### config.mk
export PLATFORM = sky130hd
export DESIGN_NAME = bsi_boot_select
export DESIGN_NICKNAME = d
export VERILOG_FILES = /design/src/hw/bsi_pkg.sv /design/src/hw/bsi_boot_select.sv
export VERILOG_INCLUDE_DIRS = /design/src /design/src/hw
export SDC_FILE = /design/constraint.sdc
export NUM_CORES = 1
export LEC_CHECK = 0
export BUFFER_PORTS_ARGS = -buffer_cell sky130_fd_sc_hd__buf_2
export CAP_MARGIN = 20
export CORE_ASPECT_RATIO = 1.5
export CORE_MARGIN = 4
export CORE_UTILIZATION = 28
export DETAILED_ROUTE_END_ITERATION = 8
export GPL_TIMING_DRIVEN = 0
export PLACE_DENSITY = 0.69
export REMOVE_ABC_BUFFERS = 1
export SETUP_SLACK_MARGIN = 0.5
export SYNTH_ARGS = -nofsm -noshare
export SYNTH_HDL_FRONTEND = slang
export SYNTH_SLANG_ARGS = --single-unit
### constraint.sdc
create_clock -name clk_in -period 1.7 [get_ports clk_in]
set_input_delay 0.255 -clock clk_in [delete_from_list [all_inputs] [get_ports clk_in]]
set_output_delay 0.255 -clock clk_in [all_outputs]
set_load 0.01 [all_outputs]
### src/hw/bsi_regs.svh
// Contract
// - Read-only identity: version, part, maker fields.
// - Identity bit zero always reads one.
// - Fetch always starts at address zero.
// - Select pin sampled at reset, held.
// - Select low maps external chip select zero.
// - Select high maps embedded ROM.
// - External boot: reset values, 12 MHz RC.
// - External boot: default static timing on select zero.
// - ROM boot starts both clocks on RC.
// - Only three low order bits steer.
// - Order 0 all sources; 1 drops SD.
// - 2,3 drop SD/NAND; 4 keeps three; 5-7 monitor.
// - ROM boot PLL: 96 and 48 MHz.
// - 4-28 MHz reference treated 12; enables USB.
`ifndef BSI_REGS_SVH
`define BSI_REGS_SVH
`define BSI_BOOT_ADDR      32'h0000_0000
`define BSI_ID_RESET       32'h0000_0001
`define BSI_ID_BIT0        1'h1
`define BSI_RC_MHZ         8'h0C
`define BSI_PROC_MHZ       8'h60
`define BSI_MASTER_MHZ     8'h30
`define BSI_REF_LO_MHZ     8'h04
`define BSI_REF_HI_MHZ     8'h1C
`define BSI_SRC_NUM        3'h6
`define BSI_SRC_MON        3'h5
`define BSI_SRC_FIRST      3'h0
`define BSI_ORDER_BITS     2:0
`define BSI_MASK_ALL       6'h3F
`define BSI_MASK_NO_SD     6'h3D
`define BSI_MASK_NO_SDNAND 6'h39
`define BSI_MASK_THREE     6'h31
`define BSI_MASK_MON       6'h20
`endif

### src/hw/bsi_pkg.sv
package bsi_pkg;
    typedef enum logic [1:0] {BSI_IDLE, BSI_TRY, BSI_DONE} bsi_state_e;
    typedef struct packed {
        logic [3:0]  version;
        logic [15:0] part;
        logic [10:0] maker;
        logic        one;
    } bsi_ident_s;
    typedef struct packed {
        logic [7:0] proc_mhz;
        logic [7:0] master_mhz;
        logic       usb_en;
    } bsi_clk_s;
endpackage : bsi_pkg

### src/hw/bsi_boot_select.sv
`timescale 1ns/1ps
`default_nettype none
`include "bsi_regs.svh"
module bsi_boot_select #(
    parameter logic [3:0]  VERSION_ID = 4'h7,     // Value is arbitrary.
    parameter logic [15:0] PART_ID    = 16'h1234, // Value is arbitrary.
    parameter logic [10:0] MAKER_ID   = 11'h0AA   // Value is arbitrary.
) (
    input  wire logic        clk_in,
    input  wire logic        sys_rst_in,
    input  wire logic        boot_memory_select_in,
    input  wire logic [7:0]  boot_order_config_in,
    input  wire logic [7:0]  ref_clk_mhz_in,
    input  wire logic        ref_valid_in,
    input  wire logic        try_fail_in,
    input  wire logic        try_ok_in,
    output logic [31:0]      boundary_scan_identity_out,
    output logic             rom_at_zero_out,
    output logic [31:0]      fetch_addr_out,
    output logic             static_timing_default_out,
    output logic [7:0]       processor_clock_mhz_out,
    output logic [7:0]       master_clock_mhz_out,
    output logic             usb_monitor_en_out,
    output logic [5:0]       src_enable_out,
    output logic [2:0]       src_try_out,
    output logic             src_active_out
);
    // ------------------------------------------------------------
    // Reset capture.
    // ------------------------------------------------------------
    logic first_q, first_d, rom_q, rom_d;
    always_comb begin
        first_d = 1'h0;
        rom_d   = first_q ? boot_memory_select_in : rom_q;
    end
    always_ff @(posedge clk_in or posedge sys_rst_in) begin
        if (sys_rst_in) begin
            first_q <= 1'h1;
            rom_q   <= 1'h0;
        end else begin
            first_q <= first_d;
            rom_q   <= rom_d;
        end
    end
    // ------------------------------------------------------------
    // Identity, map and clocks.
    // ------------------------------------------------------------
    bsi_pkg::bsi_ident_s id_d;
    bsi_pkg::bsi_clk_s   clk_d;
    logic [5:0]          mask_d;
    logic                ref_ok;
    always_comb begin
        id_d = '{version: VERSION_ID, part: PART_ID, maker: MAKER_ID, one: `BSI_ID_BIT0};
        ref_ok = ref_valid_in && ref_clk_mhz_in >= `BSI_REF_LO_MHZ && ref_clk_mhz_in <= `BSI_REF_HI_MHZ;
        clk_d = '{proc_mhz: `BSI_RC_MHZ, master_mhz: `BSI_RC_MHZ, usb_en: 1'h0};
        if (rom_q && !first_q && ref_ok) begin
            clk_d = '{proc_mhz: `BSI_PROC_MHZ, master_mhz: `BSI_MASTER_MHZ, usb_en: 1'h1};
        end
        case (boot_order_config_in[`BSI_ORDER_BITS])
            3'h0:    mask_d = `BSI_MASK_ALL;
            3'h1:    mask_d = `BSI_MASK_NO_SD;
            3'h2:    mask_d = `BSI_MASK_NO_SDNAND;
            3'h3:    mask_d = `BSI_MASK_NO_SDNAND;
            3'h4:    mask_d = `BSI_MASK_THREE;
            default: mask_d = `BSI_MASK_MON;
        endcase
    end
    // ------------------------------------------------------------
    // Source sequencer.
    // ------------------------------------------------------------
    bsi_pkg::bsi_state_e st_q, st_d;
    logic [2:0]          try_q, try_d, nxt;
    logic                found;
    logic [5:0]          later_en;
    // Marks every enabled source that stands after the one being tried.
    for (genvar g = 0; g < `BSI_SRC_NUM; g++) begin : g_later
        assign later_en[g] = mask_d[g] && (3'(g) > try_q);
    end
    always_comb begin
        nxt   = `BSI_SRC_MON;
        found = 1'h0;
        for (int i = 0; i < `BSI_SRC_NUM; i++) begin
            if (!found && later_en[i]) begin
                nxt   = 3'(i);
                found = 1'h1;
            end
        end
        st_d  = st_q;
        try_d = try_q;
        case (st_q)
            bsi_pkg::BSI_IDLE: begin
                if (!first_q && rom_q) begin
                    st_d  = bsi_pkg::BSI_TRY;
                    try_d = mask_d[0] ? `BSI_SRC_FIRST : nxt;
                end
            end
            bsi_pkg::BSI_TRY: begin
                if (try_ok_in || try_q == `BSI_SRC_MON) begin
                    st_d = bsi_pkg::BSI_DONE;
                end else if (try_fail_in) begin
                    try_d = nxt;
                end
            end
            bsi_pkg::BSI_DONE: st_d = st_q;
            default: st_d = bsi_pkg::BSI_IDLE;
        endcase
    end

    // ------------------------------------------------------------
    // Output staging.
    // ------------------------------------------------------------
    logic [31:0] ident_d;
    logic        timing_dflt_d;
    logic        active_d;
    always_comb begin
        ident_d       = id_d;
        timing_dflt_d = !rom_d;
        active_d      = (st_d == bsi_pkg::BSI_TRY);
    end
    always_ff @(posedge clk_in or posedge sys_rst_in) begin
        if (sys_rst_in) begin
            st_q                       <= bsi_pkg::BSI_IDLE;
            try_q                      <= `BSI_SRC_FIRST;
            boundary_scan_identity_out <= `BSI_ID_RESET;
            rom_at_zero_out            <= 1'h0;
            fetch_addr_out             <= `BSI_BOOT_ADDR;
            static_timing_default_out  <= 1'h1;
            processor_clock_mhz_out    <= `BSI_RC_MHZ;
            master_clock_mhz_out       <= `BSI_RC_MHZ;
            usb_monitor_en_out         <= 1'h0;
            src_enable_out             <= `BSI_MASK_ALL;
            src_try_out                <= `BSI_SRC_FIRST;
            src_active_out             <= 1'h0;
        end else begin
            st_q                       <= st_d;
            try_q                      <= try_d;
            boundary_scan_identity_out <= ident_d;
            rom_at_zero_out            <= rom_d;
            fetch_addr_out             <= `BSI_BOOT_ADDR;
            static_timing_default_out  <= timing_dflt_d;
            processor_clock_mhz_out    <= clk_d.proc_mhz;
            master_clock_mhz_out       <= clk_d.master_mhz;
            usb_monitor_en_out         <= clk_d.usb_en;
            src_enable_out             <= mask_d;
            src_try_out                <= try_d;
            src_active_out             <= active_d;
        end
    end

    // ------------------------------------------------------------
    // Assertions.
    // ------------------------------------------------------------
    AST_ID_BIT0: assert property (@(posedge clk_in) disable iff (sys_rst_in)
        boundary_scan_identity_out[0])
        else $error("id bit0 low");
    AST_ID_FIELDS: assert property (@(posedge clk_in) disable iff (sys_rst_in)
        !first_q |-> boundary_scan_identity_out[31:1] == {VERSION_ID, PART_ID, MAKER_ID})
        else $error("id fields");
    AST_ADDR: assert property (@(posedge clk_in) disable iff (sys_rst_in)
        fetch_addr_out == `BSI_BOOT_ADDR)
        else $error("fetch addr");
    AST_HOLD: assert property (@(posedge clk_in) disable iff (sys_rst_in)
        !first_q && !$past(first_q) |-> $stable(rom_at_zero_out))
        else $error("map changed");
    AST_MAP_CAPTURE: assert property (@(posedge clk_in) disable iff (sys_rst_in)
        first_q |=> rom_at_zero_out == $past(boot_memory_select_in))
        else $error("map not captured");
    AST_EXT_MAP: assert property (@(posedge clk_in) disable iff (sys_rst_in)
        first_q && !boot_memory_select_in |=> !rom_at_zero_out && static_timing_default_out)
        else $error("ext map");
    AST_EXT_TIMING: assert property (@(posedge clk_in) disable iff (sys_rst_in)
        !first_q && !rom_at_zero_out |-> static_timing_default_out && processor_clock_mhz_out == `BSI_RC_MHZ)
        else $error("ext boot");
    AST_EXT_CLOCKS: assert property (@(posedge clk_in) disable iff (sys_rst_in)
        !first_q && !rom_at_zero_out |-> master_clock_mhz_out == `BSI_RC_MHZ && !usb_monitor_en_out)
        else $error("ext clocks");
    AST_ROM_MAP: assert property (@(posedge clk_in) disable iff (sys_rst_in)
        rom_at_zero_out |-> !static_timing_default_out)
        else $error("rom map");
    AST_ROM_START: assert property (@(posedge clk_in) disable iff (sys_rst_in)
        first_q |=> processor_clock_mhz_out == `BSI_RC_MHZ && master_clock_mhz_out == `BSI_RC_MHZ)
        else $error("start clocks");
    AST_USB: assert property (@(posedge clk_in) disable iff (sys_rst_in)
        usb_monitor_en_out |-> master_clock_mhz_out == `BSI_MASTER_MHZ && processor_clock_mhz_out == `BSI_PROC_MHZ)
        else $error("pll");
    AST_USB_OFF: assert property (@(posedge clk_in) disable iff (sys_rst_in)
        (!ref_valid_in || ref_clk_mhz_in < `BSI_REF_LO_MHZ || ref_clk_mhz_in > `BSI_REF_HI_MHZ)
        |=> !usb_monitor_en_out)
        else $error("usb without reference");
    AST_ORDER_ALL: assert property (@(posedge clk_in) disable iff (sys_rst_in)
        boot_order_config_in[`BSI_ORDER_BITS] == 3'h0 |=> src_enable_out == `BSI_MASK_ALL)
        else $error("order all");
    AST_ORDER_NO_SD: assert property (@(posedge clk_in) disable iff (sys_rst_in)
        boot_order_config_in[`BSI_ORDER_BITS] == 3'h1 |=> src_enable_out == `BSI_MASK_NO_SD)
        else $error("order no sd");
    AST_ORDER_MID: assert property (@(posedge clk_in) disable iff (sys_rst_in)
        (boot_order_config_in[`BSI_ORDER_BITS] == 3'h2 || boot_order_config_in[`BSI_ORDER_BITS] == 3'h3)
        |=> src_enable_out == `BSI_MASK_NO_SDNAND)
        else $error("order mid");
    AST_ORDER_THREE: assert property (@(posedge clk_in) disable iff (sys_rst_in)
        boot_order_config_in[`BSI_ORDER_BITS] == 3'h4 |=> src_enable_out == `BSI_MASK_THREE)
        else $error("order three");
    AST_MON_ONLY: assert property (@(posedge clk_in) disable iff (sys_rst_in)
        boot_order_config_in[`BSI_ORDER_BITS] > 3'h4 |=> src_enable_out == `BSI_MASK_MON)
        else $error("mask");
    AST_TRY_EN: assert property (@(posedge clk_in) disable iff (sys_rst_in)
        src_active_out |-> src_enable_out[src_try_out] || src_try_out == `BSI_SRC_MON)
        else $error("try");
    AST_ADVANCE: assert property (@(posedge clk_in) disable iff (sys_rst_in)
        src_active_out && try_fail_in && !try_ok_in && src_try_out != `BSI_SRC_MON
        |=> src_try_out > $past(src_try_out))
        else $error("no advance");
    AST_MON_END: assert property (@(posedge clk_in) disable iff (sys_rst_in)
        src_active_out && src_try_out == `BSI_SRC_MON |=> !src_active_out)
        else $error("monitor not last");

    // ------------------------------------------------------------
    // Cover points.
    // ------------------------------------------------------------
    COV_ROM: cover property (@(posedge clk_in) rom_at_zero_out && src_active_out);
    COV_EXT: cover property (@(posedge clk_in) !first_q && !rom_at_zero_out);
    COV_FAIL: cover property (@(posedge clk_in) src_active_out && try_fail_in);
    COV_USB: cover property (@(posedge clk_in) usb_monitor_en_out);
    COV_MON: cover property (@(posedge clk_in) src_active_out && src_try_out == `BSI_SRC_MON);
endmodule : bsi_boot_select
`default_nettype wire

**Word-level counts from Yosys, hierarchy flattened**

Index checks and enable logic that the tools add are counted.

- Input port bits: 22
- Flip-flop bits (word level): 32

- Multiplexer cells: 22
- Reductions and logical operators: 28
- Equality and inequality tests: 11
- $lt $le $gt $ge: 8

Operator list:

| kind | count |
|---|---|
| 3-bit two-way mux | 10 |
| 5-bit one-hot mux with 4 select lines | 1 |
| 16-bit two-way mux | 1 |
| 1-bit logical AND | 14 |
| 8-bit by 3-bit greater-or-equal comparator with 1-bit output, second input constant | 1 |
| 8-bit by 5-bit <= comparator with 1-bit output, second input constant | 1 |
| 1-bit zero test | 7 |
| 3-bit by 2-bit == test with 1-bit output, second input constant | 2 |
| 3-bit == test, second input constant | 2 |
| 1-bit by 3-bit greater-than comparator with 1-bit output, first input constant | 2 |
| 2-bit by 3-bit greater-than comparator with 1-bit output, first input constant | 2 |
| 3-bit greater-than comparator, first input constant | 2 |
| 1-bit two-way mux | 6 |
| 2-bit inequality test, second input constant | 3 |
| 2-bit one-hot mux with 3 select lines | 1 |
| 3-bit one-hot mux with 2 select lines | 1 |
| 2-bit by 1-bit == test with 1-bit output, second input constant | 2 |
| 2-bit two-way mux | 2 |
| 4-bit AND reduction | 1 |
| 3-bit by 1-bit == test with 1-bit output, second input constant | 1 |
| 3-bit zero test | 1 |
| 2-bit == test, second input constant | 1 |
| 2-bit zero test | 1 |
| 2-bit nonzero test | 1 |
| 3 further kinds | 3 |

**Longest topological paths before layout**

Gate-level depths: netlist of run 1.

- Word-level depth: 23
- Mapped depth: 4
- Gate-level depth less buffers: 4

**Worst setup path after synthesis of run 1**

Ideal clock, no wire load.

- Path type: flip-flop to flip-flop
- Start point: reg st_q[1]
- End point: reg try_q[2]
- Data required time: 1.618 ns
- Path slack: 0.338 ns
- Arrival time: 1.280 ns
- Stages on the path, launching flop included: 5
- Setup time: 0.082 ns
- Path through: dfrtp_1 or4b_1 o41ai_4 a21oi_1 a31oi_1

- Cells in the longest elaborated chain, start to end: 3
- Elaborated cells on any way between the ends: 8
- Those cells by class: eq/ne (4); mux (1); reduce/logical (3)

RTL lines:

| item | RTL line | RTL |
|---|---|---|
| from (decl) | bsi_boot_select.sv:71 | `bsi_pkg::bsi_state_e st_q, st_d;` |
| from (signal assigned) | bsi_boot_select.sv:122 | `st_q <= bsi_pkg::BSI_IDLE;` |
| from (signal assigned) | bsi_boot_select.sv:135 | `st_q <= st_d;` |
| 2-bit by 1-bit == test with 1-bit output or 2-bit zero test (tied branches) | bsi_boot_select.sv:90 | `case (st_q)` |
| 2-bit inequality test (no source line) or 2-bit nonzero test (tied branches) | -- |  |
| 4-bit AND reduction (no source line) | -- |  |
| to (signal assigned) | bsi_boot_select.sv:123 | `` try_q <= `BSI_SRC_FIRST; `` |
| to (signal assigned) | bsi_boot_select.sv:136 | `try_q <= try_d;` |
| to (decl) | bsi_boot_select.sv:72 | `logic [2:0] try_q, try_d, nxt;` |

Parallel ways exist; a longest one is shown, timed or not.
A chain may end at the register's enable or synchronous reset.

**Worst setup path in the final report of run 1**

- Start point: reg try_q[0]
- End point: reg try_q[1]

- Cells in the longest elaborated chain, start to end: 21
- Elaborated cells on any way between the ends: 41
- Those cells by class: order compare (6); eq/ne (2); mux (15); reduce/logical (18)

RTL lines:

| item | RTL line | RTL |
|---|---|---|
| 1-bit by 3-bit greater-than comparator with 1-bit output | bsi_boot_select.sv:77 | `assign later_en[g] = mask_d[g] && (3'(g) > try_q);` |
| 1-bit logical AND | bsi_boot_select.sv:77 |  |
| 1-bit two-way mux | bsi_boot_select.sv:83 | `if (!found && later_en[i]) begin` |
| 1-bit zero test | bsi_boot_select.sv:83 |  |
| 1-bit logical AND | bsi_boot_select.sv:83 |  |
| 1-bit two-way mux | bsi_boot_select.sv:83 |  |
| 1-bit zero test | bsi_boot_select.sv:83 |  |
| 1-bit logical AND | bsi_boot_select.sv:83 |  |
| [... 5 more ...] | -- |  |
| 1-bit logical AND | bsi_boot_select.sv:83 |  |
| 1-bit two-way mux | bsi_boot_select.sv:83 |  |
| 1-bit zero test | bsi_boot_select.sv:83 |  |
| 1-bit logical AND | bsi_boot_select.sv:83 |  |
| 3-bit two-way mux | bsi_boot_select.sv:83 |  |
| 3-bit two-way mux, on equally long branches | bsi_boot_select.sv:100, bsi_boot_select.sv:94 |  |
| 3-bit two-way mux, on equally long branches | bsi_boot_select.sv:98, bsi_boot_select.sv:92 |  |
| 3-bit one-hot mux with 2 select lines | bsi_boot_select.sv:90 |  |

Parallel ways exist; a longest one is shown, timed or not. The select of a mux whose other input is x is not followed.

==> results.ini, run 1 <==
[sta]
drv_slew = 0
fin_skew_ps = 3.03
tns_ps = 0
min_period_over_period_pct = 85.6
tightest_slew_ps = 596
rsz0062_at_grt = true
max_slew_margin_pct = 60.2
finalSetupViolations = 0
finalHoldViolCount = 0
max_freq_mhz = 688
min_period_ps = 1450

[floorplan]
die_h_um = 90.6
initial_core_util_pct = 29.5
die_w_um = 63.0
io_pins = 115
die_area_um2 = 5710
core_area_um2 = 4320
rows = 29

[placed_design]
hpwl_mm = 1.79
gp_congestion = 0.748
io_buffer_count = 48

[drt]
viasPerCell = 3.62
routed_wl_mm = 2.13
postRouteAntennaNets = 0
firstDrtPassIters = 4
routedWlPerCell_um = 9.56
vias = 808
route.detailed.drc = 0
drt-initial-drc-count = 27

[clock_tree]
clockBufferDepth = 2
root_buffer = clkbuf_8
clock_sinks = 16
cts_buffers = 3
worstSkewPairLatency_ps = 240
cts_tree = done
cts.reportedPaths.clkPinSlew_ps = 60
h-tree-depth = 1

[yosys]
yosys.cell_count.top_type = buf_4
seq_area_frac_synth_pct = 32.2
yosys.area.top_type = buf_4
ys_ff_latch = 16
synth_edf_count = 0
ys_top_cells_by_count = buf_4, dfrtp_1, a21oi_1, dfstp_2, inv_1
yosys-top-cells-area = buf_4, dfrtp_1, dfstp_2
synth_flop_cell = dfrtp_1
avgSynthCellArea_um2 = 9.09
syn_inst = 140
netlist.area_leader.share_pct = 47.2
synth.distinct_cells = 25
syn-cell-area_um2 = 1270
yosys_warnings = 0
async_reset_ff_share_pct = 100

[outcome]
status = complete, no violations

[job]
cap_violations = 0

[power_and_ir_drop]
ir_drop_mv = 0.272
powerDensity_nw_per_um2 = 992
finalPower_mw = 1.32
leakage_nw = 0.762

[critical_path]
crit_path_end_kind = register
reg2reg_setup_slack_ps = 250
required_ps = 1870
arrival_ps = 1620
crit_fanout = 6
critPathKind = reg -> reg
start_kind = register

[global_route]
grt_use_total_pct = 6.60
grt_pass1_wl_mm = 3.01
grt_pass1_vias = 660
grt_start_max_net_pins = 17
antenna_found_initial = 0
grt_remaining_overflow = 0

[cells_and_area]
nets = 200
area_growth_pct = 4.33
final_util_pct = 30.7
diodes = 0
drive_above_1_share_pct = 40.7

[min_path]
hold_path_class = in -> async

cells in the final DEF (no fill, tap or decap), drive strengths merged, types with 2 or more instances in the layout:
cell    count
inv         6
clkbuf      4
or3         2
o21ai       3
nor3        2
conb       63
nand2       3
or2b        2
a21oi       8
buf        52
dfstp       7
dfrtp       9
nor2        4
worst max-delay path, cell delays in order, from the launching register on:
cell,delay [ps]
dfrtp_2,430
and3b_2,230
o41ai_4,440
a21oi_1,140
a21oi_1,140
flip-flops by register name (all words and copies together) (netlist names):
register	cells
boundary_scan_identity_out	1
first_q	1
processor_clock_mhz_out	2
rom_at_zero_out	1
src_active_out	1
src_enable_out	4
st_q	2
static_timing_default_out	1
try_q	3
kinds of logic (layout without fill, tap and decap cells):
logic type             Yosys count  in the layout  share of synthesized area [%]
other                            2             63                          0.590
AND/OR/NAND/NOR                 19             19                           8.65
buffers and inverters           86             62                           49.0
AO/OA/AOI/OAI                   17             17                           9.64
flip-flops                      16             16                           32.2
final timing paths:
kind / from / end / cells past startpoint
setup / recovery: try_q[0]$_DFFE_PP0P_ / try_q[1]$_DFFE_PP0P_ / 4
hold / removal: sys_rst_in / rom_at_zero_out$_DFF_PP0_ / 2
setup reg to reg: try_q[0]$_DFFE_PP0P_ / try_q[1]$_DFFE_PP0P_ / 4
hold reg to reg: st_q[1]$_DFF_PP0_ / st_q[0]$_DFF_PP0_ / 1
max in group asynchronous: sys_rst_in / try_q[0]$_DFFE_PP0P_ / 2
min in group clk_in: boot_order_config_in[0] / src_enable_out[1]$_DFF_PP1_ / 2
where the power goes:
| group | switching, mW | internal (mW) |
|---|---|---|
| logic | 0.264 | 0.210 |
| registers | 0.0593 | 0.460 |
| clock network | 0.119 | 0.205 |
| total | 0.442 | 0.875 |
what timing repair did:
item,CTS,global route
setup buffers,0,4
hold buffers,0,0
endpoints found under the setup margin,5,19
resized for setup,3,9
pin swaps,0,2
layout make-up:
class / count / area, µm²
clock buffer: 4 / 55.1
tap: 46 / 57.6
multi-input combinational: 99 / 485
timing repair buffer: 52 / 295
inverter: 6 / 22.5
fill: 441 / 2990
sequential: 16 / 412
through the flow:
step                      hold WS (ps)  cells  setup slack [ps]  instance area, µm²
final                             70.3    223               246                1330
after global routing               125    223               160                1330
after CTS                         87.2    219               226                1260
after detailed placement           350    215               236                1200
after global placement             352    215               283                1200
after floorplan                    164    121               338                 901
per-layer routing:
layer  track usage [%]  part of all wire [%]  vias up
li1                  -                     -      381
met1              6.27                    32      352
met2              12.2                    50       73
met3              1.62                    17        2
met4              4.24                   1.1        0
met5                 0                     0        -
Note: power is estimated with default switching activity, not from simulation.
==> run 2, diff against run 1 <==
==> constraint.sdc (replaced) <==
create_clock -name clk_in -period 1.7 [get_ports clk_in]
set_input_delay 0.51 -clock clk_in [delete_from_list [all_inputs] [get_ports clk_in]]
set_output_delay 0.51 -clock clk_in [all_outputs]
set_load 0.01 [all_outputs]
==> run 2 against run 1 <==
Core utilization increased by 2.5 points; critical endpoint is now master_clock_mhz_out[2]; sequential share of layout area decreased by 2.4 points; wire length increased by 6.3%; hold slack improved by 250 ps; cell count increased by 2.2%; fmax decreased by 1.5%; largest power group is now combinational logic; sequential power decreased by 1%; non-clock buffer count increased by 5.
==> results.ini, run 2 (synthesis results as in run 1) <==
[outcome]
status = complete, no violations

[sta]
tns_ps = 0  ; unchanged
rsz0062_at_grt = true
finalSetupViolations = 0  ; unchanged
drv_slew = 0  ; unchanged
max_slew_margin_pct = 60.2  ; about the same
max_freq_mhz = 677  ; -1.5%
min_period_over_period_pct = 86.9  ; +1.3 points
fin_ws_ps = 223  ; -22.9 ps
worst_hold_slack_ps = 325  ; +255 ps
fin_skew_ps = 2.98  ; -0.0476 ps
finalHoldViolCount = 0  ; unchanged
min_period_ps = 1480  ; +22.9 ps
tightest_slew_ps = 596  ; +0.152 ps

[critical_path]
crit_buf_inv = 1  ; +1
critical_path.top_delay_family = flip-flops
reg2reg_setup_slack_ps = 260  ; about the same
start_kind = register
required_ps = 1190  ; -680 ps
crit_slowest_cell = dfstp_2
worstPathCellList = buf_2
arrival_ps = 970  ; -650 ps
slowest_delay_ps = 580  ; +140 ps
crit_path_end_kind = output port
critPathKind = reg -> out
crit_fanout = 4  ; -2

[floorplan]
initial_core_util_pct = 29.5  ; unchanged
rows = 29  ; unchanged
die_w_um = 63.0  ; unchanged
core_area_um2 = 4320  ; unchanged
io_pins = 115  ; unchanged
die_area_um2 = 5710  ; unchanged
die_h_um = 90.6  ; unchanged

[clock_tree]
clockBufferDepth = 2  ; unchanged
cts.reportedPaths.clkPinSlew_ps = 60  ; about the same
cts_tree = done
clock_sinks = 16  ; unchanged
worstSkewPairLatency_ps = 240  ; about the same
root_buffer = clkbuf_8
h-tree-depth = 1  ; unchanged
cts_buffers = 3  ; unchanged

[cells_and_area]
final_cell_mix = conb_1, buf_2, buf_6
final_common_cell = conb_1
area_growth_pct = 12.9
fin_cells = 228  ; +2.2%
drive_above_1_share_pct = 41.8  ; +1.1 points
nets = 205  ; +2.5%
regMostFlops = src_enable_out
top_regs = src_enable_out: 4 flops, try_q: 3 flops
final_util_pct = 33.3  ; +2.5 points
largest_reg_flops = 4  ; unchanged
diodes = 0  ; unchanged

[drt]
routedWlPerCell_um = 9.94  ; +4.0%
firstDrtPassIters = 4  ; unchanged
drt-initial-drc-count = 30  ; +11%
routed_wl_mm = 2.27  ; +6.3%
route.detailed.drc = 0  ; unchanged
postRouteAntennaNets = 0  ; unchanged
viasPerCell = 3.68  ; +1.4%
vias = 838  ; +3.7%

[global_route]
grt_start_max_net_pins = 17  ; unchanged
grt_use_total_pct = 7.06  ; +0.46 points
met2_usage_pct = 13.4  ; +1.1 points
grt_pass1_vias = 702  ; +6.4%
grt_use_met1_pct = 6.57  ; +0.30 points
use_met3_pct = 1.74  ; +0.12 points
antenna_found_initial = 0  ; unchanged
grt_remaining_overflow = 0  ; unchanged
grt_pass1_wl_mm = 3.22  ; +7.1%
top_usage_layer = met2

[power_and_ir_drop]
seqPwrFrac_pct = 36.4  ; -3.0 points
pwr-share-comb_pct = 40.6  ; +4.6 points
p_clk_share_pct = 23.0  ; -1.6 points
swShare_pct = 32.8  ; -0.80 points
ir_drop_mv = 0.261  ; -4.3%
powerDensity_nw_per_um2 = 982  ; -1.0%
p_switching_mw = 0.462  ; +4.5%
p_int_mw = 0.948  ; +8.4%
leakage_nw = 0.807  ; +5.9%

[job]
cap_violations = 0  ; unchanged

[placed_design]
gp_congestion = 0.748  ; unchanged
pre_cts_slack_ps = 195  ; -40.9 ps
dp_cells = 215  ; unchanged
hpwl_mm = 1.79  ; unchanged
io_buffer_count = 48  ; unchanged

[min_path]
hold_path_class = in -> async

[run 2: cell type report]
class                      instances  area [µm²]
sequential                        16         410
inverter                           6        22.5
multi-input combinational         99         485
fill                             445        2880
clock buffer                       4        55.1
tap                               46        57.6
timing repair buffer              57         405
[run 2: power groups by stage]
stage | logic, mW | registers (mW) | clock network [mW]
after global placement | 0.368 | 0.529 | 0
after global routing | 0.624 | 0.527 | 0.353
final | 0.573 | 0.513 | 0.324
after floorplan | 0.218 | 0.557 | 0
after detailed placement | 0.376 | 0.534 | 0
after CTS | 0.470 | 0.517 | 0.338
[run 2: path summary, 6_finish.rpt]
kind	start	end	cells past startpoint
max	processor_clock_mhz_out[3]$_DFF_PP1_	master_clock_mhz_out[2]	1
max reg2reg	st_q[0]$_DFF_PP0_	try_q[1]$_DFFE_PP0P_	4
min	sys_rst_in	rom_at_zero_out$_DFF_PP0_	2
min in group clk_in	boot_order_config_in[0]	src_enable_out[1]$_DFF_PP1_	2
min reg2reg	st_q[1]$_DFF_PP0_	st_q[0]$_DFF_PP0_	1
max in group asynchronous	sys_rst_in	boundary_scan_identity_out[2]$_DFF_PP0_	2
[run 2: repair_timing]
item	4_1_cts	5_1_grt
pin swaps	0	2
resized for setup	11	14
buffers inserted	4	5
setup endpoints to repair	37	35
hold buffers	0	0
[run 2: per-layer routing]
metal / vias up / share of wire (%)
li1: 390 / -
met1: 369 / 31
met2: 77 / 52
met3: 2 / 16
met4: 0 / 1.0
met5: - / 0
[run 2: through the flow]
stage	total power [mW]	instance area (µm²)
floorplan	0.775	901
global placement	0.898	1200
detailed placement	0.910	1200
CTS	1.33	1340
global route	1.50	1440
finish	1.41	1440
==> run 3, diff against run 2 <==
PLACE_DENSITY = 0.72   (was 0.69)
clock period = 1.21 ns   (was 1.7 ns; I/O delays follow)
==> run 3 against run 2 <==
The flow now finishes with violations (negative setup slack); largest cell class unchanged; flip-flop and latch count stayed put; highest routed layer unchanged; core utilization is 2.8 points higher; total power is 49% higher; combinational power is 60% higher; worst setup slack worse by 480 ps; sequential share of layout area is 2.2 points lower.
==> results.ini, run 3 (synthesis results as in run 1) <==
[outcome]
status = complete, but fails checks
violations = negative setup slack

[drt]
viasPerCell = 3.76  ; +2.4%
routed_wl_mm = 2.57  ; +13%
firstDrtPassIters = 2  ; -2
route.detailed.drc = 0  ; unchanged
drt-initial-drc-count = 17  ; -43%
postRouteAntennaNets = 0  ; unchanged
vias = 862  ; +2.9%
routedWlPerCell_um = 11.2  ; +13%

[critical_path]
r2r-start = st_q[1]$_DFF_PP0_
crit_path_end_kind = register
start_kind = register
cp-startpoint = st_q[1]$_DFF_PP0_
crit_fanout = 6  ; +2
critPathKind = reg -> reg
cp-endpoint = try_q[2]$_DFFE_PP0P_
arrival_ps = 1640  ; +670 ps
reg2reg_setup_slack_ps = -260  ; -520 ps
r2r-end = try_q[2]$_DFFE_PP0P_
required_ps = 1380  ; +190 ps
rr_worst_depth = 5  ; +1

[placed_design]
hpwl_mm = 1.84  ; +2.9%
io_buffer_count = 48  ; unchanged
gp_congestion = 0.729  ; -2.5%
dp_cells = 215  ; unchanged
placed_area_um2 = 1200  ; unchanged

[cells_and_area]
drive_above_1_share_pct = 44.3  ; +2.5 points
largest_reg_flops = 4  ; unchanged
final_common_cell = conb_1
fillerInstances = 429  ; -3.6%
regMostFlops = src_enable_out
final_cell_mix = conb_1, buf_6, buf_2
diodes = 0  ; unchanged
area_growth_pct = 22.5
nets = 206  ; +0.49%
top_regs = src_enable_out: 4 flops, try_q: 3 flops
fin_cells = 229  ; +0.44%
design_area_um2 = 1560  ; +8.5%

[power_and_ir_drop]
seqPwrFrac_pct = 34.3  ; -2.1 points
powerDensity_nw_per_um2 = 1350  ; +37%
p_switching_mw = 0.701  ; +52%
p_int_mw = 1.40  ; +48%
leakage_nw = 0.846  ; +4.7%
pwr-share-comb_pct = 43.6  ; +3.0 points
swShare_pct = 33.3  ; +0.54 points
ir_drop_mv = 0.458  ; +76%
p_clk_share_pct = 22.1  ; -0.9 points

[floorplan]
die_h_um = 90.6  ; unchanged
die_area_um2 = 5710  ; unchanged
core_area_um2 = 4320  ; unchanged
rows = 29  ; unchanged
io_pins = 115  ; unchanged
initial_core_util_pct = 29.5  ; unchanged
die_w_um = 63.0  ; unchanged

[sta]
rsz0062_at_grt = true
min_period_over_period_pct = 121
max_freq_mhz = 681
drv_slew = 0  ; unchanged
min_period_ps = 1470
finalHoldViolCount = 0  ; unchanged
fin_skew_ps = 2.60  ; -0.374 ps
worst_hold_slack_ps = 88.5  ; -237 ps
fin_ws_ps = -258  ; -481 ps
finalSetupViolations = 28  ; +28

[global_route]
grt_use_total_pct = 8.40  ; +1.3 points
grt_start_max_net_pins = 17  ; unchanged
grt_remaining_overflow = 0  ; unchanged
antenna_found_initial = 0  ; unchanged
grt_pass1_vias = 773  ; +10%
grt_pass1_wl_mm = 3.86  ; +20%

[clock_tree]
worstSkewPairLatency_ps = 240  ; about the same
clock_sinks = 16  ; unchanged
cts_buffers = 3  ; unchanged
cts_tree = done
cts.reportedPaths.clkPinSlew_ps = 60  ; about the same
clockBufferDepth = 2  ; unchanged
root_buffer = clkbuf_8
h-tree-depth = 1  ; unchanged

[job]
cap_violations = 0  ; unchanged

[min_path]
hold_path_class = in -> async

==> run 3: cell count changes in the layout (fill, tap and decap cells not counted), sizes merged <==
| cell | previous run | this run |
|---|---|---|
| buf | 57 | 58 |
| clkinvlp | 0 | 1 |
| inv | 6 | 5 |
==> run 3: worst min-delay path by stage <==
stage,from,endpoint,slack [ps],cells after the start
floorplan,sys_rst_in,boundary_scan_identity_out[2]$_DFF_PP0_,270,1
global placement,sys_rst_in,processor_clock_mhz_out[5]$_DFF_PP0_,460,2
detailed placement,sys_rst_in,boundary_scan_identity_out[2]$_DFF_PP0_,470,2
CTS,sys_rst_in,rom_at_zero_out$_DFF_PP0_,210,2
global route,sys_rst_in,rom_at_zero_out$_DFF_PP0_,120,2
finish,sys_rst_in,rom_at_zero_out$_DFF_PP0_,90,2
==> run 3: power by group through the flow <==
stage / Combinational (mW) / Sequential, mW / Clock (mW)
floorplan: 0.306 / 0.783 / 0
finish: 0.916 / 0.722 / 0.465
CTS: 0.871 / 0.713 / 0.478
global route: 0.983 / 0.740 / 0.504
global placement: 0.517 / 0.744 / 0
detailed placement: 0.525 / 0.751 / 0
==> run 3: through the flow <==
step                power, mW  util [%]  TNS [ps]  setup WS, ps
floorplan                1.09         -     -2220          -155
global placement         1.26      27.8      -590          -201
detailed placement       1.28      27.8      -749          -256
CTS                      2.06      35.2     -2400          -242
global route             2.23      36.1     -3430          -297
finish                   2.10      36.1     -2460          -258
==> run 3: layout make-up <==
| cell class | count | area, µm² | area share, % |
|---|---|---|---|
| Tap cell | 46 | 57.6 | 3.69 |
| Sequential cell | 16 | 410 | 26.3 |
| Clock buffer | 4 | 55.1 | 3.53 |
| Multi-Input combinational cell | 99 | 509 | 32.7 |
| Inverter | 6 | 26.3 | 1.69 |
| Timing Repair Buffer | 58 | 500 | 32.1 |
==> run 3: timing repair <==
action | in CTS | in global routing
pin swaps | 1 | 0
gates resized for setup | 40 | 8
hold buffers | 0 | 0
setup buffers | 9 | 1
endpoints found under the setup margin | 42 | 51
==> run 3: critical path: stages (launching register included) <==
cell and delay (ps):
dfrtp_1 410, or4b_4 540, o41ai_4 60, buf_4 190, a21oi_1 60, a31oi_1 130
==> run 3: metal layers <==
metal	share of wire (%)	global-route usage, %	routed length, µm	up-vias
met5	0	0	0	-
met4	0.70	3.31	18	0
met3	13	1.74	340	2
met2	56	16.7	1440	70
met1	30	8.11	771	397
li1	-	-	-	393
